`config.mk`:
```
export PLATFORM = sky130hd
export DESIGN_NAME = srcd_decode
export DESIGN_NICKNAME = d
export VERILOG_FILES = /design/src/shared/srcd_pkg.sv /design/src/rtl/srcd_bank_fsm.sv /design/src/rtl/srcd_decode.sv
export VERILOG_INCLUDE_DIRS = /design/src /design/src/shared
export SDC_FILE = /design/constraint.sdc
export NUM_CORES = 1
export LEC_CHECK = 0
export ABC_AREA = 0
export ABC_CLOCK_PERIOD_IN_PS = 1800
export BUFFER_PORTS_ARGS = -buffer_cell sky130_fd_sc_hd__buf_4
export CAP_MARGIN = 20
export CORE_ASPECT_RATIO = 1.4
export CORE_MARGIN = 8
export CORE_UTILIZATION = 25
export CTS_CLUSTER_SIZE = 12
export DETAILED_ROUTE_END_ITERATION = 8
export PLACE_DENSITY = 0.53
export SLEW_MARGIN = 20
export SYNTH_ARGS = -nofsm -noshare
export SYNTH_HDL_FRONTEND = slang
export SYNTH_SLANG_ARGS = --single-unit
```
`constraint.sdc`:
```
create_clock -name sys_clk -period 1.8 [get_ports sys_clk]
set_input_delay 0 -clock sys_clk [delete_from_list [all_inputs] [get_ports sys_clk]]
set_output_delay 0 -clock sys_clk [all_outputs]
set_load 0.02 [all_outputs]
```
`src/shared/srcd_params.svh`:
```
// Constants for the row command decode block: field positions and timing counts.
`ifndef SRCD_PARAMS_SVH
`define SRCD_PARAMS_SVH
`define SRCD_ADDR_W 12
`define SRCD_COL_W 8
`define SRCD_SCOPE_BIT 10
`define SRCD_NBANK 4
`define SRCD_CLK_NS 50
`define SRCD_TRP_NS 20
`define SRCD_TRP_CYC ((`SRCD_TRP_NS + `SRCD_CLK_NS - 1) / `SRCD_CLK_NS)
`define SRCD_ROW_RST 12'h000
`endif

```
`src/shared/srcd_pkg.sv`:
```
// Types shared by the row command decode block.
package srcd_pkg;
  typedef struct packed {
    logic cs_n;
    logic ras_n;
    logic cas_n;
    logic we_n;
  } srcd_cmd_pins_t;

  typedef struct packed {
    logic [1:0] bank;
    logic [11:0] addr;
  } srcd_addr_pins_t;

  typedef enum logic [4:0] {
    SRCD_NOP = 5'h01,
    SRCD_ACT = 5'h02,
    SRCD_PRE = 5'h04,
    SRCD_RD = 5'h08,
    SRCD_WR = 5'h10
  } srcd_cmd_t;

  typedef enum logic [2:0] {
    SRCD_IDLE = 3'h1,
    SRCD_ACTIVE = 3'h2,
    SRCD_PRECH = 3'h4
  } srcd_bank_state_t;
endpackage

```
`src/rtl/srcd_bank_fsm.sv`:
```
// One bank's idle, active and precharging state tracker.
`timescale 1ns/100ps
`include "srcd_params.svh"
module srcd_bank_fsm
  import srcd_pkg::*;
#(
  parameter int TRP_CYC = `SRCD_TRP_CYC
) (
  // Clock and reset
  input wire logic sys_clk,
  input wire logic rstn,
  // Commands aimed at this bank
  input wire logic open_req,
  input wire logic close_req,
  // State
  output logic active
);
  srcd_bank_state_t state;
  srcd_bank_state_t next_state;
  logic [3:0] cnt;
  wire logic cnt_done = (cnt == 4'h0);

  always_comb begin
    next_state = state;
    case (state)
      SRCD_IDLE: begin
        if (open_req) begin
          next_state = SRCD_ACTIVE;
        end
      end
      SRCD_ACTIVE: begin
        if (close_req) begin
          next_state = SRCD_PRECH;
        end
      end
      SRCD_PRECH: begin
        if (cnt_done) begin
          next_state = SRCD_IDLE;
        end
      end
      default: next_state = SRCD_IDLE;
    endcase
  end

  always_ff @(posedge sys_clk) begin
    if (!rstn) begin
      state <= SRCD_IDLE;
      cnt <= 4'h0;
    end else begin
      state <= next_state;
      if (state == SRCD_ACTIVE && close_req) begin
        cnt <= 4'(TRP_CYC - 1);
      end else if (!cnt_done) begin
        cnt <= cnt - 4'h1;
      end
    end
  end

  assign active = (state == SRCD_ACTIVE);
endmodule // srcd_bank_fsm

```
`src/rtl/srcd_decode.sv`:
```
// Command and address input stage of a four-bank synchronous DRAM.
// How it works
// RULE1: Strobes are registered only on rising clock edges, then decoded together.
// RULE2: Select and row strobe low, column strobe high means activate or precharge.
// RULE3: That combination with write strobe high opens the selected bank.
// RULE4: That combination with write strobe low closes the bank after precharge time.
// RULE5: Precharge scope bit high closes all banks, low only the selected one.
// RULE6: Reads and writes take column from bits 0-7, auto-precharge from bit 10.
// RULE7: Activate takes the twelve-bit row from the address bus and stores it.
// RULE8: Select sampled high ignores every other command input that cycle.
// RULE9: Bank-directed commands act only on the bank that the select pair names.
// RULE10: Select pair 00,01,10,11 maps to banks zero to three, high bit first.
// RULE11: Controller reads or writes only active banks and activates only idle ones; the testbench also activates open bank one.
`timescale 1ns/100ps
`include "srcd_params.svh"
module srcd_decode
  import srcd_pkg::*;
#(
  parameter int NBANK = `SRCD_NBANK,
  parameter int TRP_CYC = `SRCD_TRP_CYC
) (
  // Clock and reset
  input wire logic sys_clk,
  input wire logic rstn,
  // Command pins
  input wire srcd_cmd_pins_t cmd_pins,
  // Address pins
  input wire logic bank_select_hi,
  input wire logic bank_select_lo,
  input wire logic [11:0] multiplexed_address_bus,
  // Decoded command, one cycle per command
  output srcd_cmd_t cmd,
  output logic [1:0] cmd_bank,
  output logic [7:0] col_addr,
  output logic auto_precharge,
  output logic precharge_all,
  // Bank state and open rows
  output logic [NBANK-1:0] bank_active,
  output logic [NBANK-1:0][11:0] open_row
);
  // Pins come from the controller's clock tree, so they are treated as asynchronous.
  srcd_cmd_pins_t cmd_s1;
  srcd_cmd_pins_t cmd_s2;
  srcd_addr_pins_t addr_s1;
  srcd_addr_pins_t addr_s2;

  always_ff @(posedge sys_clk) begin
    if (!rstn) begin
      cmd_s1 <= 4'hF;
      cmd_s2 <= 4'hF;
      addr_s1 <= 14'h0000;
      addr_s2 <= 14'h0000;
    end else begin
      cmd_s1 <= cmd_pins; // RULE1
      cmd_s2 <= cmd_s1;
      addr_s1 <= {bank_select_hi, bank_select_lo, multiplexed_address_bus};
      addr_s2 <= addr_s1;
    end
  end

  // The decoder sees only the second synchroniser stage.
  // The pin combinations that this block does not serve all fall through to NOP.
  // This keeps unsupported commands from touching any bank state.
  function automatic srcd_cmd_t decode_cmd(input srcd_cmd_pins_t p);
    if (p.cs_n) begin
      decode_cmd = SRCD_NOP; // RULE8
    end else if (!p.ras_n && p.cas_n) begin
      decode_cmd = p.we_n ? SRCD_ACT : SRCD_PRE; // RULE2
    end else if (p.ras_n && !p.cas_n) begin
      decode_cmd = p.we_n ? SRCD_RD : SRCD_WR;
    end else begin
      decode_cmd = SRCD_NOP;
    end
  endfunction

  wire srcd_cmd_t dec = decode_cmd(cmd_s2); // RULE1
  wire logic [1:0] sel_bank = addr_s2.bank; // RULE10
  wire logic scope = addr_s2.addr[`SRCD_SCOPE_BIT]; // RULE5
  wire logic is_act = (dec == SRCD_ACT);
  wire logic is_pre = (dec == SRCD_PRE);
  logic [NBANK-1:0] open_req;
  logic [NBANK-1:0] close_req;

  // Each bank has its own tracker, so a precharge of all banks is simply a
  // close request fanned out to every tracker in the same cycle.
  // An activate aimed at a bank that is not idle is dropped by its tracker.
  genvar g;
  generate
    for (g = 0; g < NBANK; g++) begin : g_bank
      wire logic hit = (sel_bank == 2'(g)); // RULE9
      assign open_req[g] = is_act && hit; // RULE3
      assign close_req[g] = is_pre && (scope || hit); // RULE4 RULE5

      srcd_bank_fsm #(
        .TRP_CYC(TRP_CYC)
      ) u_bank (
        .sys_clk(sys_clk),
        .rstn(rstn),
        .open_req(open_req[g]),
        .close_req(close_req[g]),
        .active(bank_active[g])
      );

      always_ff @(posedge sys_clk) begin
        if (!rstn) begin
          open_row[g] <= `SRCD_ROW_RST;
        end else if (open_req[g] && !bank_active[g]) begin
          open_row[g] <= addr_s2.addr; // RULE7
        end
      end
    end
  endgenerate

  // Outputs are registered, so a command shows two edges after its pin sample.
  // The flags are qualified by the command so they pulse only with it.
  always_ff @(posedge sys_clk) begin
    if (!rstn) begin
      cmd <= SRCD_NOP;
      cmd_bank <= 2'h0;
      col_addr <= 8'h00;
      auto_precharge <= 1'b0;
      precharge_all <= 1'b0;
    end else begin
      cmd <= dec;
      cmd_bank <= sel_bank;
      col_addr <= addr_s2.addr[`SRCD_COL_W-1:0]; // RULE6
      auto_precharge <= (dec == SRCD_RD || dec == SRCD_WR) && scope; // RULE6
      precharge_all <= is_pre && scope; // RULE5
    end
  end

  // The checks below watch the decoded command and the bank state it drives.
  // They are written against the synchronised pins, since those are what the
  // decoder really sees; the raw pins are only used for the latency check.
  a_deselect_nop: assert property (@(posedge sys_clk) disable iff (!rstn) // RULE8
    cmd_s2.cs_n |=> cmd == SRCD_NOP) else $error("command decoded while deselected");
  a_act_opens: assert property (@(posedge sys_clk) disable iff (!rstn) // RULE3
    is_act && bank_active == '0 |=> bank_active[$past(sel_bank)]) else $error("activate did not open bank");
  a_pre_all: assert property (@(posedge sys_clk) disable iff (!rstn) // RULE5
    is_pre && scope |=> bank_active == '0) else $error("precharge all left a bank open");
  a_pre_single: assert property (@(posedge sys_clk) disable iff (!rstn) // RULE4
    is_pre && !scope && bank_active[sel_bank] |=> !bank_active[$past(sel_bank)])
    else $error("precharge did not close bank");
  a_row_stored: assert property (@(posedge sys_clk) disable iff (!rstn) // RULE7
    is_act && bank_active == '0 |=> open_row[$past(sel_bank)] == $past(addr_s2.addr))
    else $error("row not captured");
  a_col_route: assert property (@(posedge sys_clk) disable iff (!rstn) // RULE6
    dec == SRCD_RD |=> cmd == SRCD_RD && col_addr == $past(addr_s2.addr[7:0]) && auto_precharge == $past(scope))
    else $error("column routing wrong");
  a_pin_sampled: assert property (@(posedge sys_clk) disable iff (!rstn) // RULE1 RULE2
    !cmd_pins.cs_n && !cmd_pins.ras_n && cmd_pins.cas_n && cmd_pins.we_n ##1 $stable(cmd_pins) |=>
    dec == SRCD_ACT) else $error("row command not decoded after sync");
  a_other_bank: assert property (@(posedge sys_clk) disable iff (!rstn) // RULE9 RULE10
    is_act && sel_bank != 2'h0 && !bank_active[0] |=> !bank_active[0]) else $error("wrong bank opened");

  // A cycle without a command must leave both flags low.
  a_nop_clears: assert property (@(posedge sys_clk) disable iff (!rstn) // RULE8
    dec == SRCD_NOP |=> !auto_precharge && !precharge_all)
    else $error("flag raised without command");

  // An activate to a bank that is already open must not disturb its row.
  a_refused_act: assert property (@(posedge sys_clk) disable iff (!rstn) // RULE7
    is_act && bank_active[sel_bank] |=> open_row[$past(sel_bank)] == $past(open_row[sel_bank]))
    else $error("open row overwritten");

  // The reported bank follows the select pair of the same command.
  a_bank_routed: assert property (@(posedge sys_clk) disable iff (!rstn) // RULE9 RULE10
    dec != SRCD_NOP |=> cmd_bank == $past(sel_bank))
    else $error("command bank wrong");

  // Writes route the column and the auto-precharge choice like reads.
  a_col_write: assert property (@(posedge sys_clk) disable iff (!rstn) // RULE6
    dec == SRCD_WR |=> cmd == SRCD_WR && col_addr == $past(addr_s2.addr[7:0]) && auto_precharge == $past(scope))
    else $error("write column routing wrong");

  // A single-bank precharge elsewhere must leave bank zero open.
  a_pre_kept: assert property (@(posedge sys_clk) disable iff (!rstn) // RULE9
    is_pre && !scope && sel_bank != 2'h0 && bank_active[0] |=> bank_active[0])
    else $error("unselected bank closed");

  // Row and column strobes at the same level carry no command served here.
  a_strobes_nop: assert property (@(posedge sys_clk) disable iff (!rstn) // RULE2
    !cmd_s2.cs_n && (cmd_s2.ras_n == cmd_s2.cas_n) |=> cmd == SRCD_NOP)
    else $error("unserved strobe pattern decoded");

  // The write strobe alone chooses between activate and precharge.
  a_act_choice: assert property (@(posedge sys_clk) disable iff (!rstn) // RULE2 RULE3
    !cmd_s2.cs_n && !cmd_s2.ras_n && cmd_s2.cas_n && cmd_s2.we_n |-> is_act)
    else $error("activate not chosen");

  // With the write strobe low the same pattern must be a precharge.
  a_pre_choice: assert property (@(posedge sys_clk) disable iff (!rstn) // RULE2 RULE4
    !cmd_s2.cs_n && !cmd_s2.ras_n && cmd_s2.cas_n && !cmd_s2.we_n |-> is_pre)
    else $error("precharge not chosen");

  // The all-banks flag pulses with the precharge that carries the scope bit.
  a_pre_flag: assert property (@(posedge sys_clk) disable iff (!rstn) // RULE5
    is_pre |=> cmd == SRCD_PRE && precharge_all == $past(scope))
    else $error("precharge scope flag wrong");

  // Open rows change only through an activate.
  a_row_held: assert property (@(posedge sys_clk) disable iff (!rstn) // RULE7
    !is_act |=> open_row == $past(open_row))
    else $error("open row changed without activate");

  // A precharge to a bank that is not open changes no bank state.
  a_idle_ignored: assert property (@(posedge sys_clk) disable iff (!rstn) // RULE4 RULE9
    is_pre && !scope && !bank_active[sel_bank] |=> bank_active == $past(bank_active))
    else $error("idle precharge changed state");

  // Auto-precharge is only meaningful beside a read or a write.
  a_ap_rdwr: assert property (@(posedge sys_clk) disable iff (!rstn) // RULE6
    auto_precharge |-> cmd == SRCD_RD || cmd == SRCD_WR)
    else $error("auto-precharge without column command");

  c_activate: cover property (@(posedge sys_clk) is_act);
  c_precharge_all: cover property (@(posedge sys_clk) is_pre && scope);
  c_write_ap: cover property (@(posedge sys_clk) dec == SRCD_WR && scope);
  // A refused activate and a plain read are the two remaining main cases.
  c_refused_act: cover property (@(posedge sys_clk) is_act && bank_active[sel_bank]);
  c_read_plain: cover property (@(posedge sys_clk) dec == SRCD_RD && !scope);
endmodule // srcd_decode

```
==> results.rst <==
.. list-table::
   :header-rows: 1

   * - Metric
     - Value
   * - Leading area contributor after synthesis
     - dfxtp_1
   * - Endpoint of the worst register-to-register path
     - open_row[10]$_SDFFE_PN0P_
   * - Clock input transition at the sequential cells of the worst setup and hold paths
     - 0.06 ns
   * - Endpoint class of the critical path
     - register
   * - Final instance count without filler cells
     - 838
   * - Weighted congestion reported at the end of routability-driven placement
     - 0.771
   * - Total clock buffers created by CTS
     - 17
   * - Peak ir drop on the vdd network
     - roughly 0.46 mV
   * - Average wire per cell in the routed design
     - 13.9 um
   * - Worst slew slack as a fraction of its limit
     - 58.2%
   * - Crit Reg-Reg Startpoint
     - cmd_s2[2]$_SDFF_PN1_
   * - First-pass GRT wire length
     - approximately 19000 um
   * - Area added between synthesis and finish
     - 43.3%
   * - Status
     - complete, but fails checks
   * - Unrepaired setup endpoints after global routing
     - true
   * - Slack of the worst reg-to-reg path
     - -0.16 ns
   * - Die area
     - 23300 um2
   * - Number of hold violations in the final report
     - 0
   * - Final cell area excluding filler cells
     - 6670 um2
   * - Antenna violations before repair
     - 0
   * - Crit start category
     - register
   * - Cell depth of the worst hold path
     - 2
   * - Die span in y
     - 177 um
   * - Placeable core region
     - 18400 um2
   * - Number of routed nets with antenna violations
     - 0
   * - Cell area after synthesis
     - 4650 um2
   * - Number of clock sinks
     - 129
   * - Number of cells in the design after placement
     - 782
   * - I/O pin cnt
     - 89
   * - Layout Nets
     - 612
   * - Starting density of the core
     - 25.3%
   * - Pin count of the biggest net entering global routing
     - 67
   * - Post-Place Cell Area
     - between 5000 and 6000 um2
   * - Standard-cell rows
     - 59
   * - Post-synthesis average cell area
     - roughly 10 um2
   * - Antenna diode count
     - 0
   * - Endpoint of the worst hold path
     - g_bank[2].u_bank.state[0]$_SDFFE_PN1P_
   * - CP Data Required Time
     - 2.14 ns
   * - Clk root buf
     - clkbuf_16
   * - Fraction of the yosys area taken by sequential cells
     - 55.5%
   * - Layout cell share with drive strength beyond 1
     - between 20 and 30%
   * - 1st-pass router iterations
     - 4
   * - Fraction of met1 tracks used by global routing
     - 10.1%
   * - Worst hold slack across all endpoints
     - 0.0526 ns
   * - Number of remaining DRC errors
     - 0
   * - Number of instances in the synthesized netlist
     - 457
   * - Syn Nets
     - 488
   * - Gr usage total
     - 10.2%
   * - Yosys Warn Count
     - 0
   * - Origin of the worst min-delay path
     - rstn
   * - Total power per unit cell area
     - about 1000 nW/um2
   * - Number of global-route vias before repair
     - 3719
   * - Clock insertion delay at the later pin of the skew report
     - 0.41 ns
   * - Data arrival, critical path
     - about 2.3 ns
   * - Post-detailed-routing wire length
     - 11600 um
   * - Estimated wirelength of the detail-placed design
     - 8380 um
   * - CTS tree
     - done
   * - #FFs+latches synth
     - 129
   * - Kind of path behind the tightest hold check
     - input port to register
   * - Max Fanout on Critical Path
     - 6
   * - Die X-Extent
     - 131 um
   * - Final Max Slew Viols
     - 0
   * - Register-to-Register Path Depth
     - 8
   * - Power, Total
     - between 0.006 and 0.007 W
   * - Leftover overflow at the end of global routing
     - 0
   * - Library cells used by synthesis
     - 40
   * - Leakage power of the design
     - 2.87 nW
   * - Clock H-tree levels
     - 4
   * - Via-to-Cell Ratio
     - about 4.1
   * - Clock period minus final worst setup slack
     - 1.96 ns
   * - Fin worst setup slack
     - -0.163 ns
   * - Final worst clock skew
     - 0.00753 ns
   * - Slew at the pin with the worst max-slew slack
     - around 0.63 ns
   * - Share of Yosys cell area claimed by the top area cell type
     - between 50% and 60%
   * - Total number of vias
     - 3476
   * - Fmax
     - 509 MHz
   * - Post-route fraction of the period consumed by the critical path
     - 109%
   * - DR iter-0 viols
     - 174
   * - Setup violation total in the final timing report
     - 32
   * - Global-route track usage on met3
     - 3.80%
   * - CP Class
     - register to register
   * - Violations in the final reports
     - negative setup slack
   * - Global Route met2 Usage
     - 18.4%
   * - Count of input and output buffers
     - 88
   * - Buffers from clock root to sink, at most
     - 2
   * - Count of max-cap constraint violations
     - 0
   * - GRT Max-Usage Layer
     - met2
   * - Dominant cells by area after synthesis
     - dfxtp_1, mux2i_1, nand2_1
worst max-delay path, cell delays in order, from the launching register on:
cell and delay (ns):
dfxtp_4 0.36, inv_4 0.06, ha_4 0.13, nand2b_4 0.05
or4_4 0.56, nor4_4 0.21, buf_4 0.19, clkbuf_16 0.16
mux2i_1 0.17
final cells by class:
cell class              instances  area, um2
inverters                      23       88.8
well taps                     244        305
multi-input cells             280       1940
clock inverters                13        210
clock buffers                  19        433
flip-flops and latches        129       2590
repair buffers                130       1100
fillers                      1807      11700
cells in the mapped netlist (all sizes together):
cell     instances
and2b            1
ha              11
clkbuf          15
buf             10
nor2b            4
a211oi           3
xor2             2
dfxtp          129
nand4            4
and2            36
mux2i           48
o31ai            2
or4b             1
nand3b           1
nor4             1
inv             23
nor3b            3
a21oi            5
o2111ai          3
nor2            29
nand2           66
xnor2            6
o21a             2
nand4b           1
a22o             3
or3b             6
a21o             2
or3              4
nand3            3
and3             1
o21ai            8
nor3             7
nor4b            6
or4              1
nand2b          10
worst max-delay path by stage:
stage	startpoint	endpoint
after CTS	cmd_s2[2]$_SDFF_PN1_	open_row[3]$_SDFFE_PN0P_
final	cmd_s2[2]$_SDFF_PN1_	open_row[10]$_SDFFE_PN0P_
after global routing	cmd_s2[2]$_SDFF_PN1_	open_row[2]$_SDFFE_PN0P_
after floorplan	cmd_s2[2]$_SDFF_PN1_	open_row[2]$_SDFFE_PN0P_
after detailed placement	cmd_s2[2]$_SDFF_PN1_	open_row[3]$_SDFFE_PN0P_
after global placement	cmd_s2[2]$_SDFF_PN1_	open_row[2]$_SDFFE_PN0P_
metrics by stage:
step / setup slack (ns) / utilization (%) / TNS (ns)
floorplan: -0.0806 / - / -0.806
global placement: -0.0676 / 30.9 / -0.785
detailed placement: -0.149 / 30.9 / -1.23
CTS: -0.132 / 35.5 / -1.50
global route: -0.223 / 36.3 / -7.62
finish: -0.163 / 36.3 / -2.62
cell usage in the layout (no fill, tap or decap), types with 5 or more instances in the layout:
cell / synthesis / layout
dfxtp_1: 129 / 127
buf_4: 7 / 106
nand2_1: 66 / 66
mux2i_1: 48 / 48
and2_1: 36 / 36
nor2_1: 29 / 26
inv_1: 23 / 21
clkbuf_16: 0 / 19
dlygate4sd3_1: 0 / 18
ha_1: 11 / 9
nand2b_1: 9 / 8
o21ai_0: 8 / 8
nor3_1: 7 / 7
or3b_2: 6 / 6
xnor2_1: 6 / 6
a21oi_1: 5 / 5
bufinv_16: 0 / 5
kinds of logic (layout without fill, tap and decap cells):
family / Yosys count / after routing / synth area share, %
buf+inv: 48 / 185 / 4.65
fa+ha+maj: 11 / 11 / 2.96
flops: 129 / 129 / 55.5
mux: 48 / 48 / 10.3
simple gates: 185 / 185 / 21.0
xor+xnor: 8 / 8 / 1.51
compound gates: 28 / 28 / 3.98
layer usage:
metal	vias to the layer above	share of wire, %
li1	1745	-
met1	1646	40
met2	67	53
met3	18	4.8
met4	0	2.1
met5	-	0
timing repair:
| action | 4_1_cts | 5_1_grt |
|---|---|---|
| pin swaps | 0 | 3 |
| setup buffers | 0 | 4 |
| hold endpoints to repair | 18 | 0 |
| resized for setup | 2 | 17 |
| setup endpoints to repair | 14 | 70 |
| hold buffers | 18 | 0 |
| gates cloned | 0 | 2 |
power by group:
part	internal, W	switching [W]
sequential	0.00290	0.0000192
combinational	0.000121	0.000109
clock	0.00246	0.00128
registers in the layout, indices dropped and copies added, names as in the netlist:
| signal | count |
|---|---|
| auto_precharge | 1 |
| g_bank.u_bank.cnt | 16 |
| g_bank.u_bank.state | 12 |
| cmd_s1 | 4 |
| cmd_bank | 2 |
| addr_s2 | 12 |
| addr_s1 | 14 |
| precharge_all | 1 |
| open_row | 48 |
| cmd_s2 | 4 |
| sel_bank | 2 |
| col_addr | 8 |
| cmd | 5 |
Power figures use the tool's default switching activity.
